### config.mk
export PLATFORM = sky130hd
export DESIGN_NAME = sftc_top
export DESIGN_NICKNAME = d
export VERILOG_FILES = /design/src/shared/sftc_pkg.sv /design/src/hdl/sftc_thresholds.sv /design/src/hdl/sftc_top.sv
export VERILOG_INCLUDE_DIRS = /design/src /design/src/shared
export SDC_FILE = /design/constraint.sdc
export NUM_CORES = 1
export LEC_CHECK = 0
export ABC_AREA = 1
export BUFFER_PORTS_ARGS = -buffer_cell sky130_fd_sc_hd__buf_2
export CAP_MARGIN = 20
export CORE_MARGIN = 2
export CORE_UTILIZATION = 49
export CTS_CLUSTER_SIZE = 24
export DETAILED_ROUTE_END_ITERATION = 16
export PLACE_DENSITY_LB_ADDON = 0.3
export SYNTH_ARGS = -nofsm -noshare
export SYNTH_HDL_FRONTEND = slang
export SYNTH_SLANG_ARGS = --single-unit
### constraint.sdc
create_clock -name ref_clk -period 2.25 [get_ports ref_clk]
set_input_delay 0.225 -clock ref_clk [delete_from_list [all_inputs] [get_ports ref_clk]]
set_output_delay 0.225 -clock ref_clk [all_outputs]
set_load 0.05 [all_outputs]
### src/shared/sftc_cfg.svh
// Constants for the serial FIFO trigger control block: addresses, field positions, reset values, trigger figures.
// Assumes a 16-entry transmit and receive FIFO whose fill counts arrive from the data path each clock.
// How it works
// RULE1: A 16-bit FIFO control register, readable and writable by the CPU at any time.
// RULE2: Reset clears the whole FIFO control register to zero.
// RULE3: Bits 15 to 11 always read zero; software writes zero there.
// RULE4: RTS goes high once receive fill count exceeds the selected flow trigger.
// RULE5: Channel 2 has no flow trigger field; those bits read zero.
// RULE6: Receive-data-full flag sets when receive count exceeds the receive trigger.
// RULE7: Receive trigger codes give 1,4,8,14 asynchronous and 1,2,8,14 synchronous.
// RULE8: Transmit-empty flag sets when transmit count falls to the selected trigger.
// RULE9: Transmit FIFO holds sixteen; free space at flag is 8,12,14,16.
// RULE10: RTS follows receive fill only while modem control is enabled.
// RULE11: RTS stays low while enabled and fill is at or below trigger.
`ifndef SFTC_CFG_SVH
`define SFTC_CFG_SVH

// Register byte addresses on the APB
`define SFTC_ADDR_CTRL 12'h000
`define SFTC_ADDR_STAT 12'h004
`define SFTC_ADDR_MASK 12'h008
`define SFTC_ADDR_COUNT 12'h00c

// Control register reset value and writable bits per channel
`define SFTC_CTRL_RESET 16'h0000
`define SFTC_CTRL_WMASK 16'h07ff
`define SFTC_CTRL_WMASK_CH2 16'h00f7
`define SFTC_NO_FLOW_CHANNEL 2
`define SFTC_RSVD_HI 15
`define SFTC_RSVD_LO 11

// Control field positions
`define SFTC_FLOW_HI 10
`define SFTC_FLOW_LO 8
`define SFTC_RX_HI 7
`define SFTC_RX_LO 6
`define SFTC_TX_HI 5
`define SFTC_TX_LO 4
`define SFTC_MCE_BIT 3

// Status and mask bit positions, and their reset value
`define SFTC_ST_TX_FIFO_EMPTY_FLAG 0
`define SFTC_ST_RDF 1
`define SFTC_ST_RESET 2'h0

// Count register fields
`define SFTC_CNT_TX_HI 12
`define SFTC_CNT_TX_LO 8
`define SFTC_CNT_RX_HI 4
`define SFTC_CNT_RX_LO 0

// Flow trigger values for codes 000 to 111
`define SFTC_FLOW_T0 5'h0f
`define SFTC_FLOW_T1 5'h01
`define SFTC_FLOW_T2 5'h04
`define SFTC_FLOW_T3 5'h06
`define SFTC_FLOW_T4 5'h08
`define SFTC_FLOW_T5 5'h0a
`define SFTC_FLOW_T6 5'h0c
`define SFTC_FLOW_T7 5'h0e

// Receive trigger values for codes 00 to 11
`define SFTC_RX_T0 5'h01
`define SFTC_RX_T1_ASYNC 5'h04
`define SFTC_RX_T1_SYNC 5'h02
`define SFTC_RX_T2 5'h08
`define SFTC_RX_T3 5'h0e

// Transmit trigger values for codes 00 to 11, and FIFO depth
`define SFTC_TX_T0 5'h08
`define SFTC_TX_T1 5'h04
`define SFTC_TX_T2 5'h02
`define SFTC_TX_T3 5'h00
`define SFTC_FIFO_DEPTH 5'h10

`endif

### src/shared/sftc_pkg.sv
// Types shared by the serial FIFO trigger control files.
// Assumes the constants header is included where figures are needed.
package sftc_pkg;
    typedef logic [4:0] sftc_count_t;
    typedef logic [15:0] sftc_ctrl_t;
    typedef enum logic {SFTC_ASYNC, SFTC_SYNC} sftc_mode_e;
endpackage

### src/hdl/sftc_thresholds.sv
// Trigger decoder: turns the three control fields into fill-count thresholds.
// Assumes the fields come from a register, so the outputs are steady between writes.
`include "sftc_cfg.svh"

module sftc_thresholds (
    input wire logic [2:0] flow_code,
    input wire logic [1:0] rx_code,
    input wire logic [1:0] tx_code,
    input wire sftc_pkg::sftc_mode_e mode,
    output sftc_pkg::sftc_count_t flow_thr,
    output sftc_pkg::sftc_count_t rx_thr,
    output sftc_pkg::sftc_count_t tx_thr
);
    import sftc_pkg::*;

    // RULE4 flow trigger decode
    always_comb begin
        unique case (flow_code)
            3'h0: flow_thr = `SFTC_FLOW_T0;
            3'h1: flow_thr = `SFTC_FLOW_T1;
            3'h2: flow_thr = `SFTC_FLOW_T2;
            3'h3: flow_thr = `SFTC_FLOW_T3;
            3'h4: flow_thr = `SFTC_FLOW_T4;
            3'h5: flow_thr = `SFTC_FLOW_T5;
            3'h6: flow_thr = `SFTC_FLOW_T6;
            3'h7: flow_thr = `SFTC_FLOW_T7;
        endcase
    end

    // RULE7 mode-dependent receive trigger
    always_comb begin
        unique case (rx_code)
            2'h0: rx_thr = `SFTC_RX_T0;
            2'h1: rx_thr = (mode == SFTC_SYNC) ? `SFTC_RX_T1_SYNC : `SFTC_RX_T1_ASYNC;
            2'h2: rx_thr = `SFTC_RX_T2;
            2'h3: rx_thr = `SFTC_RX_T3;
        endcase
    end

    // RULE8 transmit trigger decode
    always_comb begin
        unique case (tx_code)
            2'h0: tx_thr = `SFTC_TX_T0;
            2'h1: tx_thr = `SFTC_TX_T1;
            2'h2: tx_thr = `SFTC_TX_T2;
            2'h3: tx_thr = `SFTC_TX_T3;
        endcase
    end
endmodule // sftc_thresholds

### src/hdl/sftc_top.sv
// Serial FIFO trigger control: APB registers, RTS flow control, status flags and interrupt.
// Assumes fill counts arrive synchronous to ref_clk from the FIFO data path, 0 to 16 each.
`include "sftc_cfg.svh"

module sftc_top #(
    parameter int CHANNEL = 0
) (
    input wire logic ref_clk,
    input wire logic rst,
    input wire logic psel,
    input wire logic penable,
    input wire logic pwrite,
    input wire logic [11:0] paddr,
    input wire logic [31:0] pwdata,
    output logic [31:0] prdata,
    output logic pready,
    output logic pslverr,
    input wire sftc_pkg::sftc_count_t rx_count,
    input wire sftc_pkg::sftc_count_t tx_count,
    input wire sftc_pkg::sftc_mode_e mode,
    output logic rts_n,
    output logic irq
);
    import sftc_pkg::*;

    sftc_ctrl_t fifo_control;
    sftc_ctrl_t next_fifo_control;
    logic [1:0] serial_status;
    logic [1:0] next_serial_status;
    logic [1:0] irq_mask;
    logic [1:0] next_irq_mask;
    logic [31:0] next_prdata;
    logic next_pready;
    logic next_pslverr;
    logic next_rts_n;
    logic next_irq;
    logic xfer_done;
    logic ctrl_wr;
    logic stat_wr;
    logic mask_wr;
    logic addr_hit;
    logic modem_ctrl_enable;
    logic rx_data_full_cond;
    logic tx_fifo_empty_cond;
    logic [1:0] flag_set;
    logic [1:0] flag_clear;
    sftc_ctrl_t wr_mask;
    sftc_count_t flow_thr;
    sftc_count_t rx_thr;
    sftc_count_t tx_thr;

    // Channel 2 keeps neither the flow trigger nor modem enable writable
    assign wr_mask = (CHANNEL == `SFTC_NO_FLOW_CHANNEL) ? `SFTC_CTRL_WMASK_CH2 : `SFTC_CTRL_WMASK;

    // Completion edge of an APB access: the only edge where writes land
    assign xfer_done = psel && penable && pready;

    // Write strobes share one decode, so every register sees the same completion edge
    function automatic logic reg_write(input logic done, input logic wr, input logic [11:0] addr,
        input logic [11:0] match);
        return done && wr && addr == match;
    endfunction

    assign ctrl_wr = reg_write(xfer_done, pwrite, paddr, `SFTC_ADDR_CTRL);
    assign stat_wr = reg_write(xfer_done, pwrite, paddr, `SFTC_ADDR_STAT);
    assign mask_wr = reg_write(xfer_done, pwrite, paddr, `SFTC_ADDR_MASK);

    // Address decode for all mapped registers
    always_comb begin
        unique case (paddr)
            `SFTC_ADDR_CTRL, `SFTC_ADDR_STAT, `SFTC_ADDR_MASK, `SFTC_ADDR_COUNT: addr_hit = 1'b1;
            default: addr_hit = 1'b0;
        endcase
    end

    assign modem_ctrl_enable = fifo_control[`SFTC_MCE_BIT];

    sftc_thresholds u_thresholds (
        .flow_code(fifo_control[`SFTC_FLOW_HI:`SFTC_FLOW_LO]),
        .rx_code(fifo_control[`SFTC_RX_HI:`SFTC_RX_LO]),
        .tx_code(fifo_control[`SFTC_TX_HI:`SFTC_TX_LO]),
        .mode(mode),
        .flow_thr(flow_thr),
        .rx_thr(rx_thr),
        .tx_thr(tx_thr)
    );

    // RULE6 receive threshold compare
    assign rx_data_full_cond = rx_count > rx_thr;
    // RULE8 transmit threshold compare, at or below so code 11 means empty
    // RULE9 sets with 8, 12, 14 or 16 entries free
    assign tx_fifo_empty_cond = tx_count <= tx_thr;

    // APB answer: one wait state so prdata and pready come from flops
    always_comb begin
        next_pready = psel && penable && !pready;
        next_pslverr = psel && penable && !pready && !addr_hit;
        next_prdata = 32'h0;
        if (psel && penable && !pready && !pwrite) begin
            unique case (paddr)
                // RULE3 reserved bits are held zero in the register itself
                `SFTC_ADDR_CTRL: next_prdata[15:0] = fifo_control;
                `SFTC_ADDR_STAT: next_prdata[1:0] = serial_status;
                `SFTC_ADDR_MASK: next_prdata[1:0] = irq_mask;
                `SFTC_ADDR_COUNT: begin
                    next_prdata[`SFTC_CNT_TX_HI:`SFTC_CNT_TX_LO] = tx_count;
                    next_prdata[`SFTC_CNT_RX_HI:`SFTC_CNT_RX_LO] = rx_count;
                end
                default: next_prdata = 32'h0;
            endcase
        end
    end

    always_ff @(posedge ref_clk) begin
        if (rst) begin
            pready <= 1'b0;
            pslverr <= 1'b0;
            prdata <= 32'h0;
        end else begin
            pready <= next_pready;
            pslverr <= next_pslverr;
            prdata <= next_prdata;
        end
    end

    // RULE1 control register write; reserved and absent bits are masked off
    always_comb begin
        next_fifo_control = fifo_control;
        if (ctrl_wr) begin
            // RULE5 channel 2 drops flow trigger writes
            next_fifo_control = pwdata[15:0] & wr_mask;
        end
        next_irq_mask = irq_mask;
        if (mask_wr) begin
            next_irq_mask = pwdata[1:0];
        end
    end

    // RULE2 power-on clear of the control register
    always_ff @(posedge ref_clk) begin
        if (rst) begin
            fifo_control <= `SFTC_CTRL_RESET;
            irq_mask <= `SFTC_ST_RESET;
        end else begin
            fifo_control <= next_fifo_control;
            irq_mask <= next_irq_mask;
        end
    end

    // Sticky flags: a set in the clearing cycle wins so no event is lost
    always_comb begin
        flag_set = 2'h0;
        flag_set[`SFTC_ST_RDF] = rx_data_full_cond;
        flag_set[`SFTC_ST_TX_FIFO_EMPTY_FLAG] = tx_fifo_empty_cond;
        flag_clear = 2'h0;
        if (stat_wr) begin
            flag_clear = pwdata[1:0];
        end
        next_serial_status = (serial_status & ~flag_clear) | flag_set;
        next_irq = |(next_serial_status & next_irq_mask);
    end

    always_ff @(posedge ref_clk) begin
        if (rst) begin
            serial_status <= `SFTC_ST_RESET;
            irq <= 1'b0;
        end else begin
            serial_status <= next_serial_status;
            irq <= next_irq;
        end
    end

    // RTS flow control; with modem control off the pin rests low
    always_comb begin
        next_rts_n = 1'b0;
        // RULE10 only under modem control
        if (modem_ctrl_enable) begin
            // RULE4 high above trigger, RULE11 low at or below
            next_rts_n = rx_count > flow_thr;
        end
    end

    always_ff @(posedge ref_clk) begin
        if (rst) begin
            rts_n <= 1'b0;
        end else begin
            rts_n <= next_rts_n;
        end
    end
endmodule // sftc_top

== Yosys cells after proc, flatten, opt, wreduce, memory -nomap -nowiden ==
Memories as Yosys holds them, arrays and structs flattened. A register that Yosys moved wholly into a read port is not among the register bits.
Index checks and enable logic that the tools add are counted.

* Order comparisons: 3
* Equality and inequality tests: 9
* Multiplexer cells: 11
* Bitwise operators: 7
* Reduce and logical (&&, ||, !) cells: 20

{| class="wikitable"
|+ Operator list
! cell !! number
|-
| $pmux W5 S4 || 2
|-
| $eq A12 B4 Y1 const B || 2
|-
| $eq A12 B3 Y1 const B || 1
|-
| $logic_not A12 Y1 || 1
|-
| $gt A5 B5 Y1 || 2
|-
| $pmux W5 S2 || 1
|-
| $logic_and A1 B1 Y1 || 9
|-
| $mux W3 || 3
|-
| $eq A2 B2 Y1 const B || 4
|-
| $pmux W2 S4 || 1
|-
| $pmux W3 S2 || 1
|-
| $reduce_or A2 Y1 || 3
|-
| $le A5 B5 Y1 || 1
|-
| $and A2 B2 Y2 || 2
|-
| $eq A2 B1 Y1 const B || 2
|-
| $logic_not A2 Y1 || 2
|-
| $mux W2 || 2
|-
| $reduce_or A4 Y1 || 1
|-
| $logic_not A1 Y1 || 3
|-
| $not A1 Y1 || 3
|-
| $reduce_or A3 Y1 || 1
|-
| $not A2 Y2 || 1
|-
| $or A2 B2 Y2 || 1
|-
| $mux W1 || 1
|}

* Bits in registers: 48
* Memory bits (read-only): 32
* Input port bits: 60
* Logic and storage cells: 61
* Memories kept: 1

{| class="wikitable"
|+ Memory list
! memory !! words !! width !! rd ports !! clocked after memory_dff !! wr ports !! RTL line !! source
|-
| (name not given) || 8 || 4 || 1 || 1 || 0 || sftc_thresholds.sv:18 || <nowiki>unique case (flow_code)</nowiki>
|}

== Depth between registers and ports, before layout ==
Gate-level depths: netlist of the first run.

* Word-level depth: 10
* Depth in mapped cells: 14

== Modules after synthesis ==
From an unflattened synthesis of the first run, not the netlist that was laid out.

* Cell total of the unflattened synthesis: 265
* Area, all modules: 1,936.9 um^2

{| class="wikitable"
|+ By module, submodules not included
! module !! instances !! cells an instance !! area each (um^2) !! seq. area each (um^2)
|-
| sftc_top || 1 || 238 || 1,796.7 || 640.6
|-
| sftc_thresholds || 1 || 27 || 140.1 || 0.0
|}

== Worst setup path after synthesis of the first run ==
No wires, ideal clock.

* Path type: reg-to-reg
* From: register pready
* To: register u_thresholds.flow_thr[1] (netlist name)
* Arrival: 1.837 ns
* Data required time: 2.137 ns
* Slack: 0.299 ns
* Stages on the path, launching flop included: 11
* Buffers on the path: 1
* Cells stage by stage: dfxtp_1 nand2_1 nor2_4 nand3_4 buf_6 o21ai_2 nand2_2 ha_1 inv_1 nand2_1 nand2_1

* Longest elaborated chain between the ends: 5

{| class="wikitable"
|+ RTL lines
! what !! RTL line !! source
|-
| start, declared || sftc_top.sv:16 || <nowiki>output logic pready,</nowiki>
|-
| start signal, assigned || sftc_top.sv:120 || <nowiki>pready <= next_pready;</nowiki>
|-
| $logic_and A1 B1 Y1 || sftc_top.sv:56 || <nowiki>assign xfer_done = psel && penable && pready;</nowiki>
|-
| $logic_and A1 B1 Y1 (2 in series) || sftc_top.sv:61 || <nowiki>return done && wr && addr == match;</nowiki>
|-
| $mux W3 (no source line) (2 in series) || n/a ||
|}

Every way passes these cells.
A chain may end at the register's enable or synchronous reset.

== Worst setup path after layout of the first run ==
* From: register pready
* To: register u_thresholds.flow_thr[1] (netlist name)

* Longest elaborated chain between the ends: 5

{| class="wikitable"
|+ RTL lines
! what !! RTL line
|-
| $logic_and A1 B1 Y1 || sftc_top.sv:56
|-
| $logic_and A1 B1 Y1 (2 in series) || sftc_top.sv:61
|-
| $mux W3 (no source line) (2 in series) || n/a
|}

Every way passes these cells.

==> impl_metrics.env, run 1 <==
export IMPL_run_status="completed"
export IMPL_total_negative_setup_slacks_ns=0
export IMPL_number_of_antenna_violations_at_the_first_check_in_global_routing=0
export IMPL_h_tree_depth=2
export IMPL_clkSinkCount=36
export IMPL_ordered_cell_list_for_the_critical_path="nand2_1 -> nor2_4 -> nand3_4 -> o21ai_2 -> nand2_2 -> ha_1 -> inv_1 -> nand2_1 -> nand2_1"
export IMPL_cts_setup_buffers=0
export IMPL_area_growth_syn_to_layout_pct=15.9
export IMPL_finalNonFillerCells=366
export IMPL_holdCritPathClass="input port to flip-flop"
export IMPL_fin_crit_sh_pct=74.7
export IMPL_clk_latency_worst_skew_pair_ns=0.28
export IMPL_vdd_drop_max_mv=0.266
export IMPL_power_switching_mw=0.354
export IMPL_power_share_clock_pct=34.1
export IMPL_setup_repair_after_global_routing_missed_its_margin="no"
export IMPL_synth_sequential_area_ratio_pct=36.6
export IMPL_cts_resized_gates=0
export IMPL_routed_wire_length_per_instance_um=10.5
export IMPL_placed_cells=359
export IMPL_crit_arrival_ns=1.86
export IMPL_drcViolationCount=0
export IMPL_achievable_frequency_mhz=595
export IMPL_antenna_cells=0
export IMPL_die_area_sq_um=4540
export IMPL_nets_final=389
export IMPL_gp_routability_congestion=0.779
export IMPL_leakagePower_nw=1.20
export IMPL_fp_dieW_um=67.4
export IMPL_grt_ovfl_total=0
export IMPL_drt_iter0_drc=75
export IMPL_initial_core_util_pct=49.9
export IMPL_grt_usage_pct=17.7
export IMPL_finalWorstPathRequiredPeriod_ns=1.68
export IMPL_seqPwrFrac_pct=51.5
export IMPL_cts_hold_buf=0
export IMPL_grt_max_degree=17
export IMPL_ys_warn_count=0
export IMPL_drv_max_cap_violation_count=0
export IMPL_whs_ns=0.161
export IMPL_first_global_vias=1387
export IMPL_critical_path_slowest_cell="dfxtp_1"
export IMPL_critPathKind="flip-flop to flip-flop"
export IMPL_setup_viol=0
export IMPL_vias=1717
export IMPL_clock_skew_final_ns=0.00466
export IMPL_worst_r2r_setup_slack_ns=0.57
export IMPL_rows=23
export IMPL_netlist_cell_types=25
export IMPL_cts_inserted_buffers=5
export IMPL_timing_critical_path_to_type="flip-flop"
export IMPL_fp_coreArea_sq_um=3940
export IMPL_viasPerCell=4.69
export IMPL_drt_pre_antenna_iters=4
export IMPL_synth_area_per_cell_sq_um=7.63
export IMPL_fp_dieH_um=67.4
export IMPL_final_antenna_net_count=0
export IMPL_grt_pass1_wl_mm=5.95
export IMPL_r2r_start="pready$_SDFF_PP0_"
export IMPL_cts_root_buf="clkbuf_8"
export IMPL_critical_path_n_buffers_inverters=1
export IMPL_final_hold_viol_count=0
export IMPL_timing_critical_path_mode_cell="nand2_1"
export IMPL_path_max_fanout=12
export IMPL_tritoncts_clock_tree="built"
export IMPL_timing_hold_worst_start="pwrite"
export IMPL_cell_area_after_synthesis_sq_um=1970
export IMPL_worst_endpoint_required_ns=2.43
export IMPL_final_core_utilization_pct=57.9
export IMPL_crit_family="simple AND/OR/NAND/NOR gates"
export IMPL_cell_internal_pwr_mw=0.897
export IMPL_critPathMaxStageDelay_ns=0.37
export IMPL_num_io_pins=96
export IMPL_switching_fraction_pct=28.3
export IMPL_wl_mm=3.85
export IMPL_setup_worst_path_start_class="flip-flop"
export IMPL_worstSetupStartpoint="pready$_SDFF_PP0_"
export IMPL_numPortBuffers=55
export IMPL_post_route_cells_drive_above_1_share_pct=24.7
export IMPL_syn_instance_count=258
export IMPL_report_final_slew_viol_count=0
export IMPL_yosys_register_bits=36
export IMPL_cts_buffer_depth=2
export IMPL_comb_power_share_pct=14.4
export IMPL_hpwl_mm=3.08
export IMPL_clock_transition_at_the_registers_of_the_reported_paths_ns=0.07
export IMPL_power_per_cell_area_nw_per_um2=548
[path summary, 6_finish.rpt]
path / end / cells after the start
worst max register to register: u_thresholds.flow_thr[1]$_DFF_P_ / 9
worst max-delay path: u_thresholds.flow_thr[1]$_DFF_P_ / 9
worst min-delay path: prdata[12]$_SDFF_PP0_ / 2
worst min register to register: fifo_control[0]$_SDFFE_PP0P_ / 2
[cell type report]
type	instances	area [sq um]
clock inverter	1	5.00
tap	50	62.6
sequential	36	721
fill	354	1660
clock buffer	6	72.6
timing repair buffer	57	290
inverter	40	150
multi-input combinational	176	980
[cell usage after synthesis (all sizes together)]
| cell | instances | area share, % |
|---|---|---|
| buf | 23 | 9.2 |
| nand3 | 22 | 6.9 |
| dfxtp | 36 | 37 |
| nor4 | 1 | 0.32 |
| nor3 | 2 | 0.76 |
| inv | 40 | 7.6 |
| ha | 13 | 8.3 |
| conb | 1 | 0.19 |
| nor2 | 25 | 7.2 |
| nand4 | 10 | 3.2 |
| a31oi | 1 | 0.32 |
| o21ai | 22 | 6.0 |
| a21oi | 18 | 4.6 |
| nand2 | 43 | 8.7 |
| clkbuf | 1 | 0.19 |
[state kept, by name, indices dropped and copies added, names as in the netlist]
signal and count:
fifo_control 11, prdata 13, pslverr 1, rts_n 1, u_thresholds.flow_thr 4, serial_status 2, irq 1, pready 1
irq_mask 2
[cells by family (layout without fill, tap and decap cells)]
family                     Yosys count  after routing  synth area share, %
buffers and inverters               64            104                 17.0
adders and majority gates           13             13                 8.26
and+or+nand+nor                    103            103                 27.0
other                                1             19                0.191
AOI/OAI and AO/OA                   41             41                 10.9
DFF                                 36             36                 36.6
[layer usage]
metal | global-route usage [%] | vias up | wire length, um | share of wire, %
li1 | - | 911 | - | -
met1 | 20.8 | 735 | 1680 | 44
met2 | 29.3 | 66 | 1790 | 47
met3 | 6.50 | 5 | 335 | 8.7
met4 | 6.89 | 0 | 38 | 0.99
met5 | 0 | - | 0 | 0
[through the flow]
stage          instance area, sq um  power (mW)  worst slack (ns)
2_1_floorplan                  2040       0.813             0.299
3_3_place_gp                   2200       0.836             0.540
3_5_place_dp                   2200       0.838             0.521
4_1_cts                        2280        1.26             0.561
5_1_grt                        2280        1.30             0.447
6_report                       2280        1.25             0.570
[power by group through the flow]
| stage | Combinational, mW | Clock [mW] | Sequential, mW |
|---|---|---|---|
| after floorplan | 0.150 | 0 | 0.663 |
| after CTS | 0.180 | 0.434 | 0.643 |
| final | 0.180 | 0.427 | 0.643 |
| after global placement | 0.178 | 0 | 0.658 |
| after global routing | 0.197 | 0.463 | 0.643 |
| after detailed placement | 0.180 | 0 | 0.658 |
[layout by cell type (no fill, tap or decap), types with 2 or more instances in the layout]
cell      synthesis  routed
o21ai_1           2       2
o21ai_2           2       2
a21oi_1          18      18
nand2_1          39      39
nand4_1          10      10
ha_1             13      13
clkbuf_8          0       5
nor2_4            2       2
buf_2             1      55
conb_1            1      19
inv_1            38      38
inv_2             2       2
buf_4            19       2
o21ai_0          18      18
nand3_1          20      20
nand2_2           4       4
nor2_8            2       2
nand3_4           2       2
dfxtp_1          36      36
nor2_1           21      21
Note: power is estimated with default switching activity, not from simulation.
==> run 2, diff against run 1 <==
--- a/config.mk
+++ b/config.mk
@@ -10,7 +10,7 @@
 export BUFFER_PORTS_ARGS = -buffer_cell sky130_fd_sc_hd__buf_2
 export CAP_MARGIN = 20
 export CORE_MARGIN = 2
-export CORE_UTILIZATION = 49
+export CORE_UTILIZATION = 41
 export CTS_CLUSTER_SIZE = 24
 export DETAILED_ROUTE_END_ITERATION = 16
 export PLACE_DENSITY_LB_ADDON = 0.3
==> constraint.sdc (replaced) <==
create_clock -name ref_clk -period 1.4 [get_ports ref_clk]
set_input_delay 0.14 -clock ref_clk [delete_from_list [all_inputs] [get_ports ref_clk]]
set_output_delay 0.14 -clock ref_clk [all_outputs]
set_load 0.05 [all_outputs]
==> run 2 against run 1 <==
Die area up 18%. Fmax up 16%. First-iteration DRC count down 1.3%. The flow now finishes with violations (setup timing). Largest cell class unchanged. Routed wire length up 16%. Clock power up 130%. Combinational power up 88%. Sequential share of layout area down 3.8 points. Critical endpoint unchanged.
==> impl_metrics.env, run 2 (synthesized netlist as in run 1, its figures left out) <==
export IMPL_run_status="finished, violations left"
export IMPL_violated_checks="setup timing"
export IMPL_layout_common_cells="buf_2, nand2_1, inv_1"
export IMPL_tritoncts_clock_tree="built"
export IMPL_cts_hold_buf=0
export IMPL_nets_final=416
export IMPL_first_global_vias=1601
export IMPL_crit_arrival_ns=1.64
export IMPL_num_io_pins=96
export IMPL_layout_cell_area_excl_fill_sq_um=2620
export IMPL_fp_coreArea_sq_um=4660
export IMPL_ff_to_ff_path_depth=9
export IMPL_grt_pass1_wl_mm=6.88
export IMPL_final_antenna_net_count=0
export IMPL_clkSinkCount=36
export IMPL_largest_reg_flops=13
export IMPL_cts_inserted_buffers=5
export IMPL_setup_ws_ns=-0.0487
export IMPL_vias=1841
export IMPL_fin_crit_sh_pct=103
export IMPL_timing_critical_path_to_type="flip-flop"
export IMPL_drv_max_cap_violation_count=0
export IMPL_die_area_sq_um=5370
export IMPL_setup_worst_path_start_class="flip-flop"
export IMPL_worstSetupStartpoint="pready$_SDFF_PP0_"
export IMPL_final_common_cell="buf_2"
export IMPL_critPathKind="flip-flop to flip-flop"
export IMPL_power_per_cell_area_nw_per_um2=908
export IMPL_path_max_fanout=6
export IMPL_setup_repair_after_global_routing_missed_its_margin="yes"
export IMPL_drt_iter0_drc=74
export IMPL_hpwl_mm=3.59
export IMPL_gp_routability_congestion=0.873
export IMPL_clock_transition_at_the_registers_of_the_reported_paths_ns=0.07
export IMPL_drt_pre_antenna_iters=4
export IMPL_area_growth_syn_to_layout_pct=32.9
export IMPL_rows=25
export IMPL_worst_r2r_setup_slack_ns=-0.05
export IMPL_grt_max_degree=17
export IMPL_register_ranked_first_by_flip_flop_count="prdata"
export IMPL_vdd_drop_max_mv=0.300
export IMPL_antenna_cells=0
export IMPL_wl_mm=4.46
export IMPL_drcViolationCount=0
export IMPL_numPortBuffers=55
export IMPL_grt_ovfl_total=0
export IMPL_finalWorstPathRequiredPeriod_ns=1.45
export IMPL_cts_root_buf="clkbuf_8"
export IMPL_routed_wire_length_per_instance_um=11.2
export IMPL_setup_worst_path_end="u_thresholds.flow_thr[1]$_DFF_P_"
export IMPL_fin_total_pwr_mw=2.37
export IMPL_holdCritPathClass="input port to flip-flop"
export IMPL_achievable_frequency_mhz=690
export IMPL_grt_usage_pct=16.8
export IMPL_clock_skew_final_ns=0.00821
export IMPL_final_hold_viol_count=0
export IMPL_viasPerCell=4.63
export IMPL_h_tree_depth=2
export IMPL_leakagePower_nw=1.36
export IMPL_r2r_end="u_thresholds.flow_thr[1]$_DFF_P_"
export IMPL_fp_dieH_um=73.3
export IMPL_num_fill_cells=459
export IMPL_initial_core_util_pct=42.2
export IMPL_postPlaceCellArea_sq_um=2400
export IMPL_worst_endpoint_required_ns=1.59
export IMPL_setup_viol=1
export IMPL_r2r_start="pready$_SDFF_PP0_"
export IMPL_report_final_slew_viol_count=0
export IMPL_cts_buffer_depth=2
export IMPL_clk_latency_worst_skew_pair_ns=0.29
export IMPL_post_route_cells_drive_above_1_share_pct=36.0
export IMPL_number_of_antenna_violations_at_the_first_check_in_global_routing=0
export IMPL_fp_dieW_um=73.3
[run 2: cell count changes in the layout (fill, tap and decap cells not counted), moves of 3 or more]
cell	delta
ha_4	+4
inv_2	+4
dfxtp_1	-3
buf_4	+27
o21ai_1	+5
o21ai_0	-5
ha_1	-4
inv_1	-4
nand2_1	-4
nand2_2	+3
[run 2: how the worst min path moves through the flow]
stage | cells after the start | slack, ns | startpoint | to
after floorplan | 1 | 0.21 | rst | irq_mask[0]$_SDFF_PP0_
after global placement | 2 | 0.39 | rst | pready$_SDFF_PP0_
after detailed placement | 2 | 0.39 | rst | pready$_SDFF_PP0_
after CTS | 2 | 0.08 | rst | pready$_SDFF_PP0_
after global routing | 2 | 0.08 | rst | pready$_SDFF_PP0_
final | 2 | 0.08 | rst | pready$_SDFF_PP0_
[run 2: metal layers]
layer,vias to the layer above,global-route usage (%),part of all wire (%),wire length (um)
li1,967,-,-,-
met1,810,19.8,44,1970
met2,59,29.1,49,2180
met3,5,4.66,5.5,246
met4,0,6.17,1.3,59
met5,-,0,0,0
[run 2: layout make-up]
cell class | instances | area [sq um] | share of cell area, %
Clock buffer | 7 | 96.3 | 3.68
Clock inverter | 1 | 30.0 | 1.15
Inverter | 40 | 150 | 5.74
Multi-Input combinational cell | 176 | 1050 | 40.2
Sequential cell | 36 | 727 | 27.8
Tap cell | 54 | 67.6 | 2.58
Timing Repair Buffer | 84 | 493 | 18.8
[run 2: power by group]
group	total (mW)	switching (mW)	leakage (nW)	internal, mW
clock network	1.00	0.375	0.0645	0.628
logic	0.338	0.234	1.00	0.104
registers	1.03	0.00364	0.293	1.03
[run 2: stage by stage]
step / hold slack, ns / setup TNS (ns) / worst slack [ns] / cells / util (%)
floorplan: 0.209 / -0.559 / -0.257 / 276 / -
global placement: 0.385 / -0.169 / -0.0821 / 388 / 51.5
detailed placement: 0.390 / -0.457 / -0.121 / 388 / 51.5
CTS: 0.0778 / -0.107 / -0.0560 / 398 / 55.0
global route: 0.0824 / -0.347 / -0.109 / 398 / 56.1
finish: 0.0800 / -0.0487 / -0.0487 / 398 / 56.1
[run 2: repair_timing]
item,in CTS,in global routing
pin swaps,7,2
gates cloned,0,0
setup buffers,2,0
setup endpoints to repair,5,8
gates resized for setup,7,14
[run 2: worst max-delay path, stage by stage (launching register included)]
cell,delay [ns]
dfxtp_4,0.36
nand2_4,0.05
nor2_4,0.14
nand3_4,0.13
o21ai_2,0.16
nand2_2,0.11
ha_4,0.27
inv_2,0.02
nand2_1,0.05
nand2_1,0.05
==> run 3, diff against run 2 <==
--- a/config.mk
+++ b/config.mk
@@ -7,9 +7,9 @@
 export NUM_CORES = 1
 export LEC_CHECK = 0
 export ABC_AREA = 1
-export BUFFER_PORTS_ARGS = -buffer_cell sky130_fd_sc_hd__buf_2
+export BUFFER_PORTS_ARGS = -buffer_cell sky130_fd_sc_hd__clkbuf_2
 export CAP_MARGIN = 20
-export CORE_MARGIN = 2
+export CORE_MARGIN = 3
 export CORE_UTILIZATION = 41
 export CTS_CLUSTER_SIZE = 24
 export DETAILED_ROUTE_END_ITERATION = 16
==> run 3 against run 2 <==
Critical path type unchanged. Flip-flop and latch count stayed put. Register-to-register slack hardly changed. First-iteration DRC count is 72% higher. Total power is 10% lower. Worst hold slack better by 0.0012 ns. Global-route usage is 0.81 points lower. Largest cell class unchanged. The flow still finishes with violations (setup timing). Sequential power hardly changed. Final area is 0.33% higher. Clock skew is 0.0021 ns lower. Count of clock-buffer cells in the layout is 1 lower. Via count is 1.8% higher.
==> impl_metrics.env, run 3 (synthesized netlist as in run 1, its figures left out) <==
export IMPL_grt_ovfl_total=0
export IMPL_cts_hold_buf=0
export IMPL_drt_iter0_drc=127
export IMPL_number_of_antenna_violations_at_the_first_check_in_global_routing=0
export IMPL_numPortBuffers=55
export IMPL_fp_coreArea_sq_um=4500
export IMPL_ff_latch_area_sq_um=729
export IMPL_setup_viol=2
export IMPL_worstSetupStartpoint="pready$_SDFF_PP0_"
export IMPL_clock_transition_at_the_registers_of_the_reported_paths_ns=0.07
export IMPL_setup_ws_ns=-0.0585
export IMPL_vias=1874
export IMPL_area_growth_syn_to_layout_pct=33.4
export IMPL_final_common_cell="clkbuf_2"
export IMPL_path_max_fanout=6
export IMPL_fin_crit_sh_pct=104
export IMPL_tritoncts_clock_tree="built"
export IMPL_seqPwrFrac_pct=48.4
export IMPL_leakagePower_nw=1.35
export IMPL_drv_max_cap_violation_count=0
export IMPL_nets_final=415
export IMPL_placed_cells=385
export IMPL_finalNonFillerCells=395
export IMPL_top_layer_used="met4"
export IMPL_rows=24
export IMPL_setup_repair_after_global_routing_missed_its_margin="yes"
export IMPL_met2WireLength_mm=2.31
export IMPL_power_per_cell_area_nw_per_um2=812
export IMPL_hpwl_mm=3.52
export IMPL_clock_skew_final_ns=0.00609
export IMPL_ordered_cell_list_for_the_critical_path="nand2_4 -> nor2_4 -> nand3_4 -> o21ai_4 -> nand2_4 -> ha_4 -> inv_2 -> nand2_1 -> nand2_1"
export IMPL_fp_dieW_um=75.3
export IMPL_setup_worst_path_start_class="flip-flop"
export IMPL_holdCritPathClass="input port to flip-flop"
export IMPL_layout_common_cells="clkbuf_2, inv_1, nand2_1"
export IMPL_achievable_frequency_mhz=686
export IMPL_worst_endpoint_required_ns=1.59
export IMPL_cts_inserted_buffers=5
export IMPL_drcViolationCount=0
export IMPL_r2r_end="u_thresholds.flow_thr[1]$_DFF_P_"
export IMPL_critical_path_n_buffers_inverters=1
export IMPL_first_global_vias=1615
export IMPL_clk_latency_worst_skew_pair_ns=0.29
export IMPL_cts_root_buf="clkbuf_8"
export IMPL_multi_input_comb_area_sq_um=1100
export IMPL_power_switching_mw=0.607
export IMPL_routed_wire_length_per_instance_um=11.6
export IMPL_grt_usage_pct=16.0
export IMPL_gp_routability_congestion=0.872
export IMPL_pre_cts_slack_ns=-0.149
export IMPL_fp_dieH_um=75.3
export IMPL_total_negative_setup_slacks_ns=-0.110
export IMPL_count_of_cell_instances_traversed_by_the_critical_path=9
export IMPL_post_route_cells_drive_above_1_share_pct=37.6
export IMPL_viasPerCell=4.74
export IMPL_die_area_sq_um=5670
export IMPL_critical_path_slowest_cell="dfxtp_4"
export IMPL_critPathKind="flip-flop to flip-flop"
export IMPL_clkSinkCount=36
export IMPL_largest_reg_flops=13
export IMPL_route_layer_met1_wl_mm=1.85
export IMPL_worst_r2r_setup_slack_ns=-0.06
export IMPL_critPathMaxStageDelay_ns=0.35
export IMPL_drt_pre_antenna_iters=5
export IMPL_r2r_start="pready$_SDFF_PP0_"
export IMPL_num_io_pins=96
export IMPL_initial_core_util_pct=43.7
export IMPL_power_share_clock_pct=35.4
export IMPL_finalWorstPathRequiredPeriod_ns=1.46
export IMPL_antenna_cells=0
export IMPL_num_fill_cells=412
export IMPL_switching_fraction_pct=28.5
export IMPL_setup_worst_path_end="u_thresholds.flow_thr[1]$_DFF_P_"
export IMPL_cts_buffer_depth=2
export IMPL_timing_critical_path_to_type="flip-flop"
export IMPL_fin_total_pwr_mw=2.13
export IMPL_final_antenna_net_count=0
export IMPL_crit_family="simple AND/OR/NAND/NOR gates"
export IMPL_wl_met3_um=350
export IMPL_crit_arrival_ns=1.65
export IMPL_vdd_drop_max_mv=0.306
export IMPL_h_tree_depth=2
export IMPL_ff_to_ff_path_depth=9
export IMPL_report_final_slew_viol_count=0
export IMPL_grt_pass1_wl_mm=6.91
export IMPL_grt_max_degree=17
export IMPL_hold_path_cell_count=3
export IMPL_cell_internal_pwr_mw=1.52
export IMPL_register_ranked_first_by_flip_flop_count="prdata"
export IMPL_wl_mm=4.58
export IMPL_comb_power_share_pct=16.3
export IMPL_violated_checks="setup timing"
export IMPL_run_status="finished, violations left"
export IMPL_final_hold_viol_count=0
[run 3: cell type report]
type | instances | area share, %
clock buffer | 6 | 3.15
clock inverter | 2 | 0.381
inverter | 40 | 5.72
multi-input combinational | 176 | 42.0
sequential | 36 | 27.8
tap | 52 | 2.48
timing repair buffer | 83 | 18.5
[run 3: stage by stage]
stage | instance area (sq um) | utilization [%] | hold WS [ns]
2_1_floorplan | 2040 | - | 0.209
5_1_grt | 2630 | 58.3 | 0.0932
3_3_place_gp | 2390 | 53.1 | 0.376
6_report | 2630 | 58.3 | 0.0812
3_5_place_dp | 2390 | 53.1 | 0.373
4_1_cts | 2540 | 56.4 | 0.0690
[run 3: what timing repair did]
item | CTS | global route
setup endpoints to repair | 5 | 12
pin swaps | 7 | 4
gates resized for setup | 16 | 14
cloned | 0 | 0
buffers inserted | 1 | 1
hold endpoints to repair | 0 | 0
[run 3: how the worst min path moves through the flow]
| stage | startpoint | endpoint | slack, ns |
|---|---|---|---|
| 2_1_floorplan | rst | irq_mask[0]$_SDFF_PP0_ | 0.21 |
| 3_3_place_gp | tx_count[3] | prdata[11]$_SDFF_PP0_ | 0.38 |
| 3_5_place_dp | tx_count[3] | prdata[11]$_SDFF_PP0_ | 0.37 |
| 4_1_cts | tx_count[3] | prdata[11]$_SDFF_PP0_ | 0.07 |
| 5_1_grt | rst | pready$_SDFF_PP0_ | 0.09 |
| 6_report | tx_count[4] | prdata[12]$_SDFF_PP0_ | 0.08 |
[run 3: worst reg2reg max path, delay by kind of cell, from the launching register on]
family | cells | cell delay (ns)
buffers and inverters | 1 | 0.02
AO/OA/AOI/OAI | 1 | 0.20
flip-flops | 1 | 0.35
adder cells (fa/ha/maj) | 1 | 0.27
AND/OR/NAND/NOR | 6 | 0.51
[run 3: power groups by stage]
stage,Combinational [mW],Sequential (mW),Clock (mW)
final,0.347,1.03,0.754
after CTS,0.330,1.03,0.759
after global placement,0.315,1.06,0
after floorplan,0.242,1.06,0
after detailed placement,0.319,1.06,0
after global routing,0.375,1.03,0.809
[run 3: layer usage]
| metal | up-vias | GRT usage (%) |
|---|---|---|
| li1 | 965 | - |
| met1 | 827 | 19.4 |
| met2 | 74 | 27.2 |
| met3 | 8 | 4.94 |
| met4 | 0 | 4.85 |
| met5 | - | 0 |
